`config.mk`:
```
export PLATFORM = sky130hd
export DESIGN_NAME = tmc_regs
export DESIGN_NICKNAME = d
export VERILOG_FILES = /design/src/logic/tmc_pkg.sv /design/src/logic/tmc_regs.sv
export VERILOG_INCLUDE_DIRS = /design/src /design/src/logic
export SDC_FILE = /design/constraint.sdc
export NUM_CORES = 1
export LEC_CHECK = 0
export BUFFER_PORTS_ARGS = -buffer_cell sky130_fd_sc_hd__buf_2
export CORE_MARGIN = 4
export CORE_UTILIZATION = 55
export DETAILED_ROUTE_END_ITERATION = 10
export HOLD_SLACK_MARGIN = 0.15
export PLACE_DENSITY = 0.76
export SLEW_MARGIN = 25
export SYNTH_ARGS = -nofsm -noshare
export SYNTH_HDL_FRONTEND = slang
export SYNTH_SLANG_ARGS = --single-unit
```
`constraint.sdc`:
```
create_clock -name SYS_CLK -period 3.29 [get_ports SYS_CLK]
set_input_delay 0.329 -clock SYS_CLK [delete_from_list [all_inputs] [get_ports SYS_CLK]]
set_output_delay 0.329 -clock SYS_CLK [all_outputs]
set_load 0.01 [all_outputs]
```
`src/logic/tmc_map.svh`:
```
// Purpose: Offsets, reset values, field positions and codes of the
//          modulation control register group.
// Assumes: Byte-wide registers on the internal register port.
// Notes:   Definitions only.
`ifndef TMC_MAP_SVH
`define TMC_MAP_SVH

// ==========================================================
// Offsets
`define TMC_ADR_CLK      8'h80
`define TMC_ADR_DIV      8'h85
`define TMC_ADR_DLY      8'h8b
`define TMC_ADR_LED      8'h90
`define TMC_ADR_SMP      8'h92

// ==========================================================
// Reset values
`define TMC_RST_CLK      8'h3f
`define TMC_RST_DIV      8'h01
`define TMC_RST_DLY      8'h01
`define TMC_RST_LED      8'hc4
`define TMC_RST_SMP      8'h30

// ==========================================================
// Field positions and limits
`define TMC_CLK_EXT_BIT  6
`define TMC_LED_INV_BIT  1
`define TMC_LED_OD_BIT   2
`define TMC_LED_TORCH_BIT 4
`define TMC_LED_PP_BIT   5
`define TMC_DIV_MAX      5'h1f
`define TMC_DLY_MAX      4'hc
`define TMC_DLY_LEN      12

// ==========================================================
// Sample mode codes
`define TMC_SMP_SAME     2'h0
`define TMC_SMP_HDR      2'h2
`define TMC_SMP_SUM4     2'h3
`define TMC_INT_SINGLE   2'h0
`define TMC_INT_ROW      2'h2
`define TMC_RD_ONE       2'h0
`define TMC_RD_TWO       2'h1
`define TMC_RD_FOUR      2'h3
`define TMC_ACQ_TOF      2'h0
`define TMC_ACQ_GRAY     2'h3

`endif

```
`src/logic/tmc_pkg.sv`:
```
// Purpose: Types of the modulation control register group.
// Assumes: Constants live in tmc_map.svh.
// Notes:   None.
package tmc_pkg;

   typedef struct packed {
      logic [7:0] clk_src;
      logic [7:0] div;
      logic [7:0] dly;
      logic [7:0] led;
      logic [7:0] smp;
   } tmc_regs_t;

   typedef struct packed {
      logic       binned_hdr_two_sample_mode;
      logic       row_sum_four_sample_mode;
      logic       per_row_integration;
      logic [2:0] readout_count;
      logic       grayscale;
      logic       reserved_code;
   } tmc_mode_t;

   typedef struct packed {
      tmc_regs_t  regs;
      logic [2:0] ext_sync;
      logic [4:0] div_cnt;
      logic [1:0] quarter;
      logic       mod_wave;
      logic [11:0] dly_line;
      logic [7:0] rdata;
   } tmc_state_t;

endpackage

```
`src/logic/tmc_regs.sv`:
```
// Purpose: Modulation clock, demodulation delay, LED drivers and
//          sample mode decode of a time-of-flight sensor.
// Assumes: SYS_CLK stands in for the PLL clock; register port is
//          driven by the serial controller on the same clock.
// Notes:   Open-drain pin drives low only; OE high means conducting.
`timescale 1ns/1ns
`include "tmc_map.svh"

module tmc_regs (
   input  wire logic              SYS_CLK,
   input  wire logic              RST_B,
   input  wire logic              CE,
   input  wire logic              REG_WR,
   input  wire logic              REG_RD,
   input  wire logic [7:0]        REG_ADDR,
   input  wire logic [7:0]        REG_WDATA,
   output logic      [7:0]        REG_RDATA,
   input  wire logic              EXTERNAL_MODULATION_INPUT,
   output logic                   MOD_CLK_TICK,
   output logic                   DEMOD_OUT,
   output logic                   LED_OPEN_DRAIN_OUTPUT_O,
   output logic                   LED_OPEN_DRAIN_OUTPUT_OE,
   output logic                   LED_PUSH_PULL_OUTPUT_O,
   output logic                   LED_PUSH_PULL_OUTPUT_OE,
   output logic                   LED_PUSH_PULL_TERM_EN,
   output tmc_pkg::tmc_mode_t     MODE_CFG
);

   // ==========================================================
   // Reset release
   logic [1:0]          rst_sync_ff;
   logic                rst_n;
   tmc_pkg::tmc_state_t st_ff;
   tmc_pkg::tmc_state_t nxt_st;
   logic                ext_sel;
   logic [4:0]          div_eff;
   logic [3:0]          dly_eff;
   logic                tick;
   logic                led_active;
   logic                led_level;
   logic                od_en;
   logic                pp_en;
   logic                inv;
   logic                torch;

   always_ff @(posedge SYS_CLK or negedge RST_B) begin
      if (!RST_B) begin
         rst_sync_ff <= 2'h0;
      end else begin
         rst_sync_ff <= {rst_sync_ff[0], 1'b1};
      end
   end
   assign rst_n = rst_sync_ff[1];

   // ==========================================================
   // Decode of control fields
   assign ext_sel = st_ff.regs.clk_src[`TMC_CLK_EXT_BIT];
   // Reserved high bits saturate rather than wrap
   assign div_eff = (st_ff.regs.div[7:5] != 3'h0) ? `TMC_DIV_MAX
                                                 : st_ff.regs.div[4:0];
   assign dly_eff = (st_ff.regs.dly > 8'(`TMC_DLY_MAX))
                  ? `TMC_DLY_MAX : st_ff.regs.dly[3:0];
   assign od_en = st_ff.regs.led[`TMC_LED_OD_BIT];
   assign pp_en = st_ff.regs.led[`TMC_LED_PP_BIT];
   assign inv   = st_ff.regs.led[`TMC_LED_INV_BIT];
   assign torch = st_ff.regs.led[`TMC_LED_TORCH_BIT];

   // Internal tick or rising edge of the synchronised external clock
   // At or past the limit, so a lowered divider takes hold at once
   assign tick = ext_sel ? (st_ff.ext_sync[2:1] == 2'h1)
                         : (st_ff.div_cnt >= div_eff);

   // ==========================================================
   // Next state
   always_comb begin
      nxt_st = st_ff;
      nxt_st.ext_sync = {st_ff.ext_sync[1:0], EXTERNAL_MODULATION_INPUT};
      if (ext_sel || tick) begin
         nxt_st.div_cnt = 5'h0;
      end else begin
         nxt_st.div_cnt = st_ff.div_cnt + 5'h1;
      end
      if (tick) begin
         nxt_st.quarter  = st_ff.quarter + 2'h1;
         nxt_st.mod_wave = ~nxt_st.quarter[1];
      end
      nxt_st.dly_line = {st_ff.dly_line[10:0], st_ff.mod_wave};
      if (REG_WR) begin
         case (REG_ADDR)
            `TMC_ADR_CLK: nxt_st.regs.clk_src = REG_WDATA;
            `TMC_ADR_DIV: nxt_st.regs.div     = REG_WDATA;
            `TMC_ADR_DLY: nxt_st.regs.dly     = REG_WDATA;
            `TMC_ADR_LED: nxt_st.regs.led     = REG_WDATA;
            `TMC_ADR_SMP: nxt_st.regs.smp     = REG_WDATA;
            default:      nxt_st.regs         = st_ff.regs;
         endcase
      end
      if (REG_RD) begin
         case (REG_ADDR)
            `TMC_ADR_CLK: nxt_st.rdata = st_ff.regs.clk_src;
            `TMC_ADR_DIV: nxt_st.rdata = st_ff.regs.div;
            `TMC_ADR_DLY: nxt_st.rdata = st_ff.regs.dly;
            `TMC_ADR_LED: nxt_st.rdata = st_ff.regs.led;
            `TMC_ADR_SMP: nxt_st.rdata = st_ff.regs.smp;
            default:      nxt_st.rdata = 8'h00;
         endcase
      end
   end

   always_ff @(posedge SYS_CLK or negedge rst_n) begin
      if (!rst_n) begin
         st_ff <= '{regs: '{clk_src: `TMC_RST_CLK, div: `TMC_RST_DIV,
                            dly: `TMC_RST_DLY, led: `TMC_RST_LED,
                            smp: `TMC_RST_SMP},
                    ext_sync: 3'h0, div_cnt: 5'h0, quarter: 2'h0,
                    mod_wave: 1'b1, dly_line: 12'hfff, rdata: 8'h00};
      end else if (CE) begin
         st_ff <= nxt_st;
      end
   end

   // ==========================================================
   // Outputs
   assign REG_RDATA    = st_ff.rdata;
   assign MOD_CLK_TICK = tick & CE;
   assign DEMOD_OUT    = (dly_eff == 4'h0) ? st_ff.mod_wave
                       : st_ff.dly_line[dly_eff - 4'h1];

   assign led_active = torch | st_ff.mod_wave;
   assign led_level  = led_active ^ inv;
   // Pin never sourced high; conducting means pulling low
   assign LED_OPEN_DRAIN_OUTPUT_O  = 1'b0;
   assign LED_OPEN_DRAIN_OUTPUT_OE = od_en & led_level;
   assign LED_PUSH_PULL_OUTPUT_O   = pp_en & led_level;
   assign LED_PUSH_PULL_OUTPUT_OE  = pp_en;
   assign LED_PUSH_PULL_TERM_EN    = ~pp_en;

   always_comb begin
      MODE_CFG = '0;
      case (st_ff.regs.smp[1:0])
         `TMC_SMP_HDR:  MODE_CFG.binned_hdr_two_sample_mode = 1'b1;
         `TMC_SMP_SUM4: MODE_CFG.row_sum_four_sample_mode   = 1'b1;
         `TMC_SMP_SAME: MODE_CFG.reserved_code = 1'b0;
         default:       MODE_CFG.reserved_code = 1'b1;
      endcase
      case (st_ff.regs.smp[3:2])
         `TMC_INT_ROW:    MODE_CFG.per_row_integration = 1'b1;
         `TMC_INT_SINGLE: MODE_CFG.per_row_integration = 1'b0;
         default:         MODE_CFG.reserved_code = 1'b1;
      endcase
      case (st_ff.regs.smp[5:4])
         `TMC_RD_ONE:  MODE_CFG.readout_count = 3'h1;
         `TMC_RD_TWO:  MODE_CFG.readout_count = 3'h2;
         `TMC_RD_FOUR: MODE_CFG.readout_count = 3'h4;
         default:      MODE_CFG.reserved_code = 1'b1;
      endcase
      case (st_ff.regs.smp[7:6])
         `TMC_ACQ_GRAY: MODE_CFG.grayscale = 1'b1;
         `TMC_ACQ_TOF:  MODE_CFG.grayscale = 1'b0;
         default:       MODE_CFG.reserved_code = 1'b1;
      endcase
   end
endmodule

```
# After elaboration in Yosys (flattened, before gate mapping)
# Cells that the tools add are included.
# word_totals
ram_bits	0
memories	0
mem_bits_ro	0
latchBits	0
elab_cells	72
out_inout_bits	23
input_bits	22
register_bits	73
# op_classes
bitwise_logic	7
mul	0
add_sub_neg	3
n_reduce_logical	18
eq_ne	12
order_cmp	3
mux	17
div	0
shifts	0
# op_table
cell	n
== test 8 bit, second input constant	5
one-hot mux 8 bit (5 select lines)	1
AND reduction 3 bit	5
2-to-1 mux 1 bit	11
== test 2 bit, second input constant	5
2-to-1 mux 5 bit	2
one-hot mux 3 bit (3 select lines)	1
greater-than comparator 8 x 4 -> 1 bit, second input constant	1
zero test 2 bit	4
OR reduction 3 bit	2
adder 5 x 1 -> 5 bit, second input constant	1
greater-or-equal comparator 5 bit	1
< comparator 4 x 5 -> 1 bit, second input constant	1
binary-select mux 1 bit (select 4 bit)	1
== test 2 x 1 -> 1 bit, second input constant	2
zero test 4 bit	1
2-to-1 mux 4 bit	1
AND reduction 2 bit	2
OR reduction 2 bit	2
subtractor 4 x 1 -> 4 bit, second input constant	1
AND 1 bit	3
nonzero test 3 bit	1
adder 2 x 1 -> 2 bit, second input constant	1
NOT 1 bit	2
3 further kinds	3

# Longest topological paths before layout
# logic_depth
ltp_word	6
depth_mapped	9
depth_no_buf	9

# Least setup slack after synthesis
# OpenSTA, ideal clock, no wires.
# synth_timing
kind	register -> output
from	register st_ff[60] (netlist name)
to	output MOD_CLK_TICK
path_stages_with_launch	10
setup_slack_ns	0.713
required_time_ns	2.961
n_path_buf	0
arrival_ns	2.248
cell_sequence	dfrtp_1 > or3_1 > or2_2 > ha_1 > nand2b_1 > a21o_1 > a21oi_1 > o21ai_1 > nand3_1 > inv_1
# synth_via
elab_chain_len	5
# synth_lines
element	line_no	rtl
start: declaration	tmc_regs.sv:33	tmc_pkg::tmc_state_t st_ff;
start signal: assignment	tmc_regs.sv:112	st_ff <= '{regs: '{clk_src: `TMC_RST_CLK, div: `TMC_RST_DIV,
start signal: assignment	tmc_regs.sv:118	st_ff <= nxt_st;
nonzero test 3 bit	tmc_regs.sv:59	assign div_eff = (st_ff.regs.div[7:5] != 3'h0) ? `TMC_DIV_MAX
2-to-1 mux 5 bit	tmc_regs.sv:59	
greater-or-equal comparator 5 bit	tmc_regs.sv:71	: (st_ff.div_cnt >= div_eff);
2-to-1 mux 1 bit	tmc_regs.sv:70	assign tick = ext_sel ? (st_ff.ext_sync[2:1] == 2'h1)
AND 1 bit	tmc_regs.sv:125	assign MOD_CLK_TICK = tick & CE;
end: declaration	tmc_regs.sv:19	output logic MOD_CLK_TICK,
# Every way passes these cells.

# Worst setup path in the final report
# Same ends and word-level chain as after synthesis.

==> key figures <==
Die
  – Num ports: 45
  – Core ar.: between 6000 and 7000 um2
  – Chip height: 88.93 um
  – Die area: approximately 7900 um2
  – Die width: between 80 and 90 um
  – Initial Util: 0.5673
  – Row count: 29

Flow run
  – Max_cap viols: 0

Synthesis
  – Yosys reg bits: 73
  – Synth Flop Type: dfrtp_1
  – Syn avg cell area: 11.97 um2
  – Asr flop ratio synth: 1.000
  – Post-synth EDFFs: 0
  – Synthesized area: 3602 um2
  – Mapped Cells: 301
  – Synth top area share: 0.3265
  – Syn_nets: 330
  – Synth top area cells: dfrtp_1, dfstp_2, mux2_2
  – Sequential fraction of the synthesis area: 0.5162
  – Library cells used by synthesis: 51
  – YS warnings: 0
  – Dominant cell type by area after synthesis: dfrtp_1

Cells and area
  – Fill cells: ~500
  – ANT cells: 0
  – Core Util, Final: 0.6339
  – Register Area: ~1900 um2
  – Fin nets: 364
  – Multi-input gate area: between 1500 and 2000 um2
  – Area grow syn2layout: 11.74%
  – Share of cells above drive strength 1: 0.4588

Run status
  – Outcome: finished clean

Power
  – Combinational share of power: 0.171
  – Pwr/cell area: 594.1 nW/um2
  – Internal: 0.001745 W
  – Lkg Pwr: 1.843 nW
  – Sequential Power Share: 0.509
  – Clk pwr share: 0.320
  – Sw Pwr: 0.0006464 W
  – Switching share of power: 0.2703
  – Peak supply drop: between 0.0002 and 0.0003 V

Global routing
  – First-pass GRT wire length: 11.68 mm
  – Gr ovfl total: 0
  – Initial antenna violation count: 0
  – Vias in the first global route: 2358
  – Largest net degree at the start of global routing: 44
  – GRT Total Usage: 0.1947

Timing
  – Skew final: 9.992 ps
  – TNS Setup: 0 ps
  – Crit path time final: 3087 ps
  – Max Freq: 0.3240 GHz
  – Transition time of the tightest slew-check pin: between 900 and 1000 ps
  – Fin. max-slew vios: 0
  – RSZ-0062 raised after global routing: no
  – Final setup violating endpoints: 0
  – Slew HR: 0.3929
  – Endpoints failing hold: 0
  – Final period util: 0.9382

Setup path
  – Worst Setup End Kind: output pin
  – Data required, critical path: 2960 ps
  – Crit start category: flip-flop
  – WP buf/inv: 2
  – Setup CP Type: reg2out
  – Slowest Stage Delay on Critical Path: 440 ps
  – Cell family with most CP delay: simple AND/OR/NAND/NOR gates
  – Critical-path top delay cell: or3_1
  – Critical path, cell by cell: or3_1 > or2_2 > ha_1 > nand2b_1 > a21o_1 > a21oi_1 > o21ai_2 > nand3_1 > inv_1 > buf_2
  – CP Max Fanout: 9
  – Critical Path AT: 2760 ps

Drt
  – DRC: 0
  – Detailed Routing Iterations Pass 1: 4
  – DR vias: 2447
  – Via density: 5.868
  – ANT nets after route: 0
  – DR WL/cell: 17.60 um
  – Total wire length: 7.341 mm
  – DR iter-0 viols: 229

Clock network
  – Clk pin slew, worst setup/hold paths: 80 ps
  – Post-CTS Setup Bufs: 0
  – H-tree depth: 3
  – CTS tree: yes
  – Longest Clk Path Bufs: 2
  – Clock sink total: 73
  – TritonCTS Buffers: 9
  – Root Driver: clkbuf_8
  – Clock Latency Late Sink: 340 ps

Placement
  – Port buffer count: 43
  – RD Place Congestion: 0.7778
  – DP Wirelength: 5.230 mm

Hold path
  – Worst min path class: in2reg
final timing paths:
check / from / to / slack [ps] / cells past startpoint
max: st_ff[60]$_DFFE_PN0P_ / MOD_CLK_TICK / 200 / 10
min: EXTERNAL_MODULATION_INPUT / nxt_st[29]$_DFFE_PN0P_ / 220 / 2
max reg2reg: st_ff[60]$_DFFE_PN0P_ / nxt_st[8]$_DFFE_PN1P_ / 660 / 9
min reg2reg: rst_sync_ff[0]$_DFF_PN0_ / rst_sync_ff[1]$_DFF_PN0_ / 370 / 0
max in group asynchronous: rst_sync_ff[1]$_DFF_PN0_ / nxt_st[9]$_DFFE_PN1P_ / 1910 / 1
min in group asynchronous: RST_B / rst_sync_ff[1]$_DFF_PN0_ / 290 / 2
per-layer routing:
metal	wire length, um	global-route usage	vias up
met5	0	0	-
met4	65	0.08660	0
met3	442	0.03041	7
met2	3546	0.2989	66
met1	3286	0.2753	1211
li1	-	-	1163
cell families after synthesis:
| logic type | share of synthesized area |
|---|---|
| other cells | 0.002085 |
| xor+xnor | 0.009725 |
| compound gates | 0.1091 |
| fa+ha+maj | 0.02431 |
| flops | 0.5162 |
| mux | 0.1719 |
| buf+inv | 0.04932 |
| simple gates | 0.1174 |
area by class of cell:
cell class | count | share of cell area
Clock buffer | 10 | 0.03171
Sequential cell | 73 | 0.4622
Timing Repair Buffer | 47 | 0.06155
Tap cell | 77 | 0.02394
Clock inverter | 6 | 0.02238
Inverter | 9 | 0.008393
Multi-Input combinational cell | 195 | 0.3898
power groups by stage:
stage | clock, W | combinational, W | sequential [W]
after floorplan | 0 | 0.000329 | 0.00119
after global routing | 0.000827 | 0.000462 | 0.00124
final | 0.000764 | 0.000409 | 0.00122
after global placement | 0 | 0.000390 | 0.00123
after detailed placement | 0 | 0.000406 | 0.00123
after CTS | 0.000784 | 0.000410 | 0.00122
state kept, by name, summed over array words and instances, names as in the netlist:
register / cells
REG_RDATA: 8
nxt_st: 14
LED_PUSH_PULL_OUTPUT_OE: 1
inv: 1
rst_sync_ff: 2
st_ff: 45
ext_sel: 1
od_en: 1
per-stage QoR:
step                hold slack, ps  instances  setup slack (ps)  instance area (um2)  power (W)
global route                 213.5        417             7.586                 4025   0.002525
floorplan                    33.41        301             712.8                 3602   0.001523
global placement             113.9        400             486.6                 3794   0.001620
finish                       218.9        417             203.2                 4025   0.002391
detailed placement           116.6        400             440.4                 3794   0.001637
CTS                          202.2        417             42.99                 4021   0.002411
synthesized netlist by cell type (5+ instances only):
cell	instances
inv_1	9
o21ai_0	10
dfstp_2	26
dfrtp_1	47
a31oi_1	11
nand2_1	9
a222oi_1	8
nor2b_1	5
a22oi_1	8
and2_1	5
nor3_1	6
ha_1	7
nor2_1	19
nand3_1	7
clkbuf_1	5
buf_4	11
mux2_2	55
what timing repair did:
item / 4_1_cts / 5_1_grt
setup endpoints to repair: 0 / 1
hold endpoints to repair: 2 / 0
hold buffers: 1 / 0
resized for setup: 0 / 1
placed cells by master (no fill, tap or decap), types with 2 or more instances in the layout:
| master | count |
|---|---|
| a22oi_1 | 8 |
| buf_4 | 3 |
| conb_1 | 2 |
| nor3_1 | 6 |
| a211o_1 | 2 |
| inv_1 | 9 |
| a31oi_1 | 11 |
| bufinv_16 | 2 |
| o21ai_0 | 10 |
| buf_2 | 43 |
| nor2_1 | 19 |
| a21o_1 | 2 |
| clkbuf_8 | 9 |
| xnor2_1 | 4 |
| nor2b_1 | 5 |
| o2bb2ai_1 | 2 |
| ha_1 | 7 |
| and2_1 | 5 |
| nand2_1 | 9 |
| a21oi_1 | 2 |
| nand3_2 | 2 |
| nand3_1 | 7 |
| dfstp_2 | 26 |
| a222oi_1 | 8 |
| dfrtp_1 | 46 |
| and3_1 | 4 |
| mux2_2 | 55 |
| or3_1 | 2 |
(Power assumes the default switching activity.)
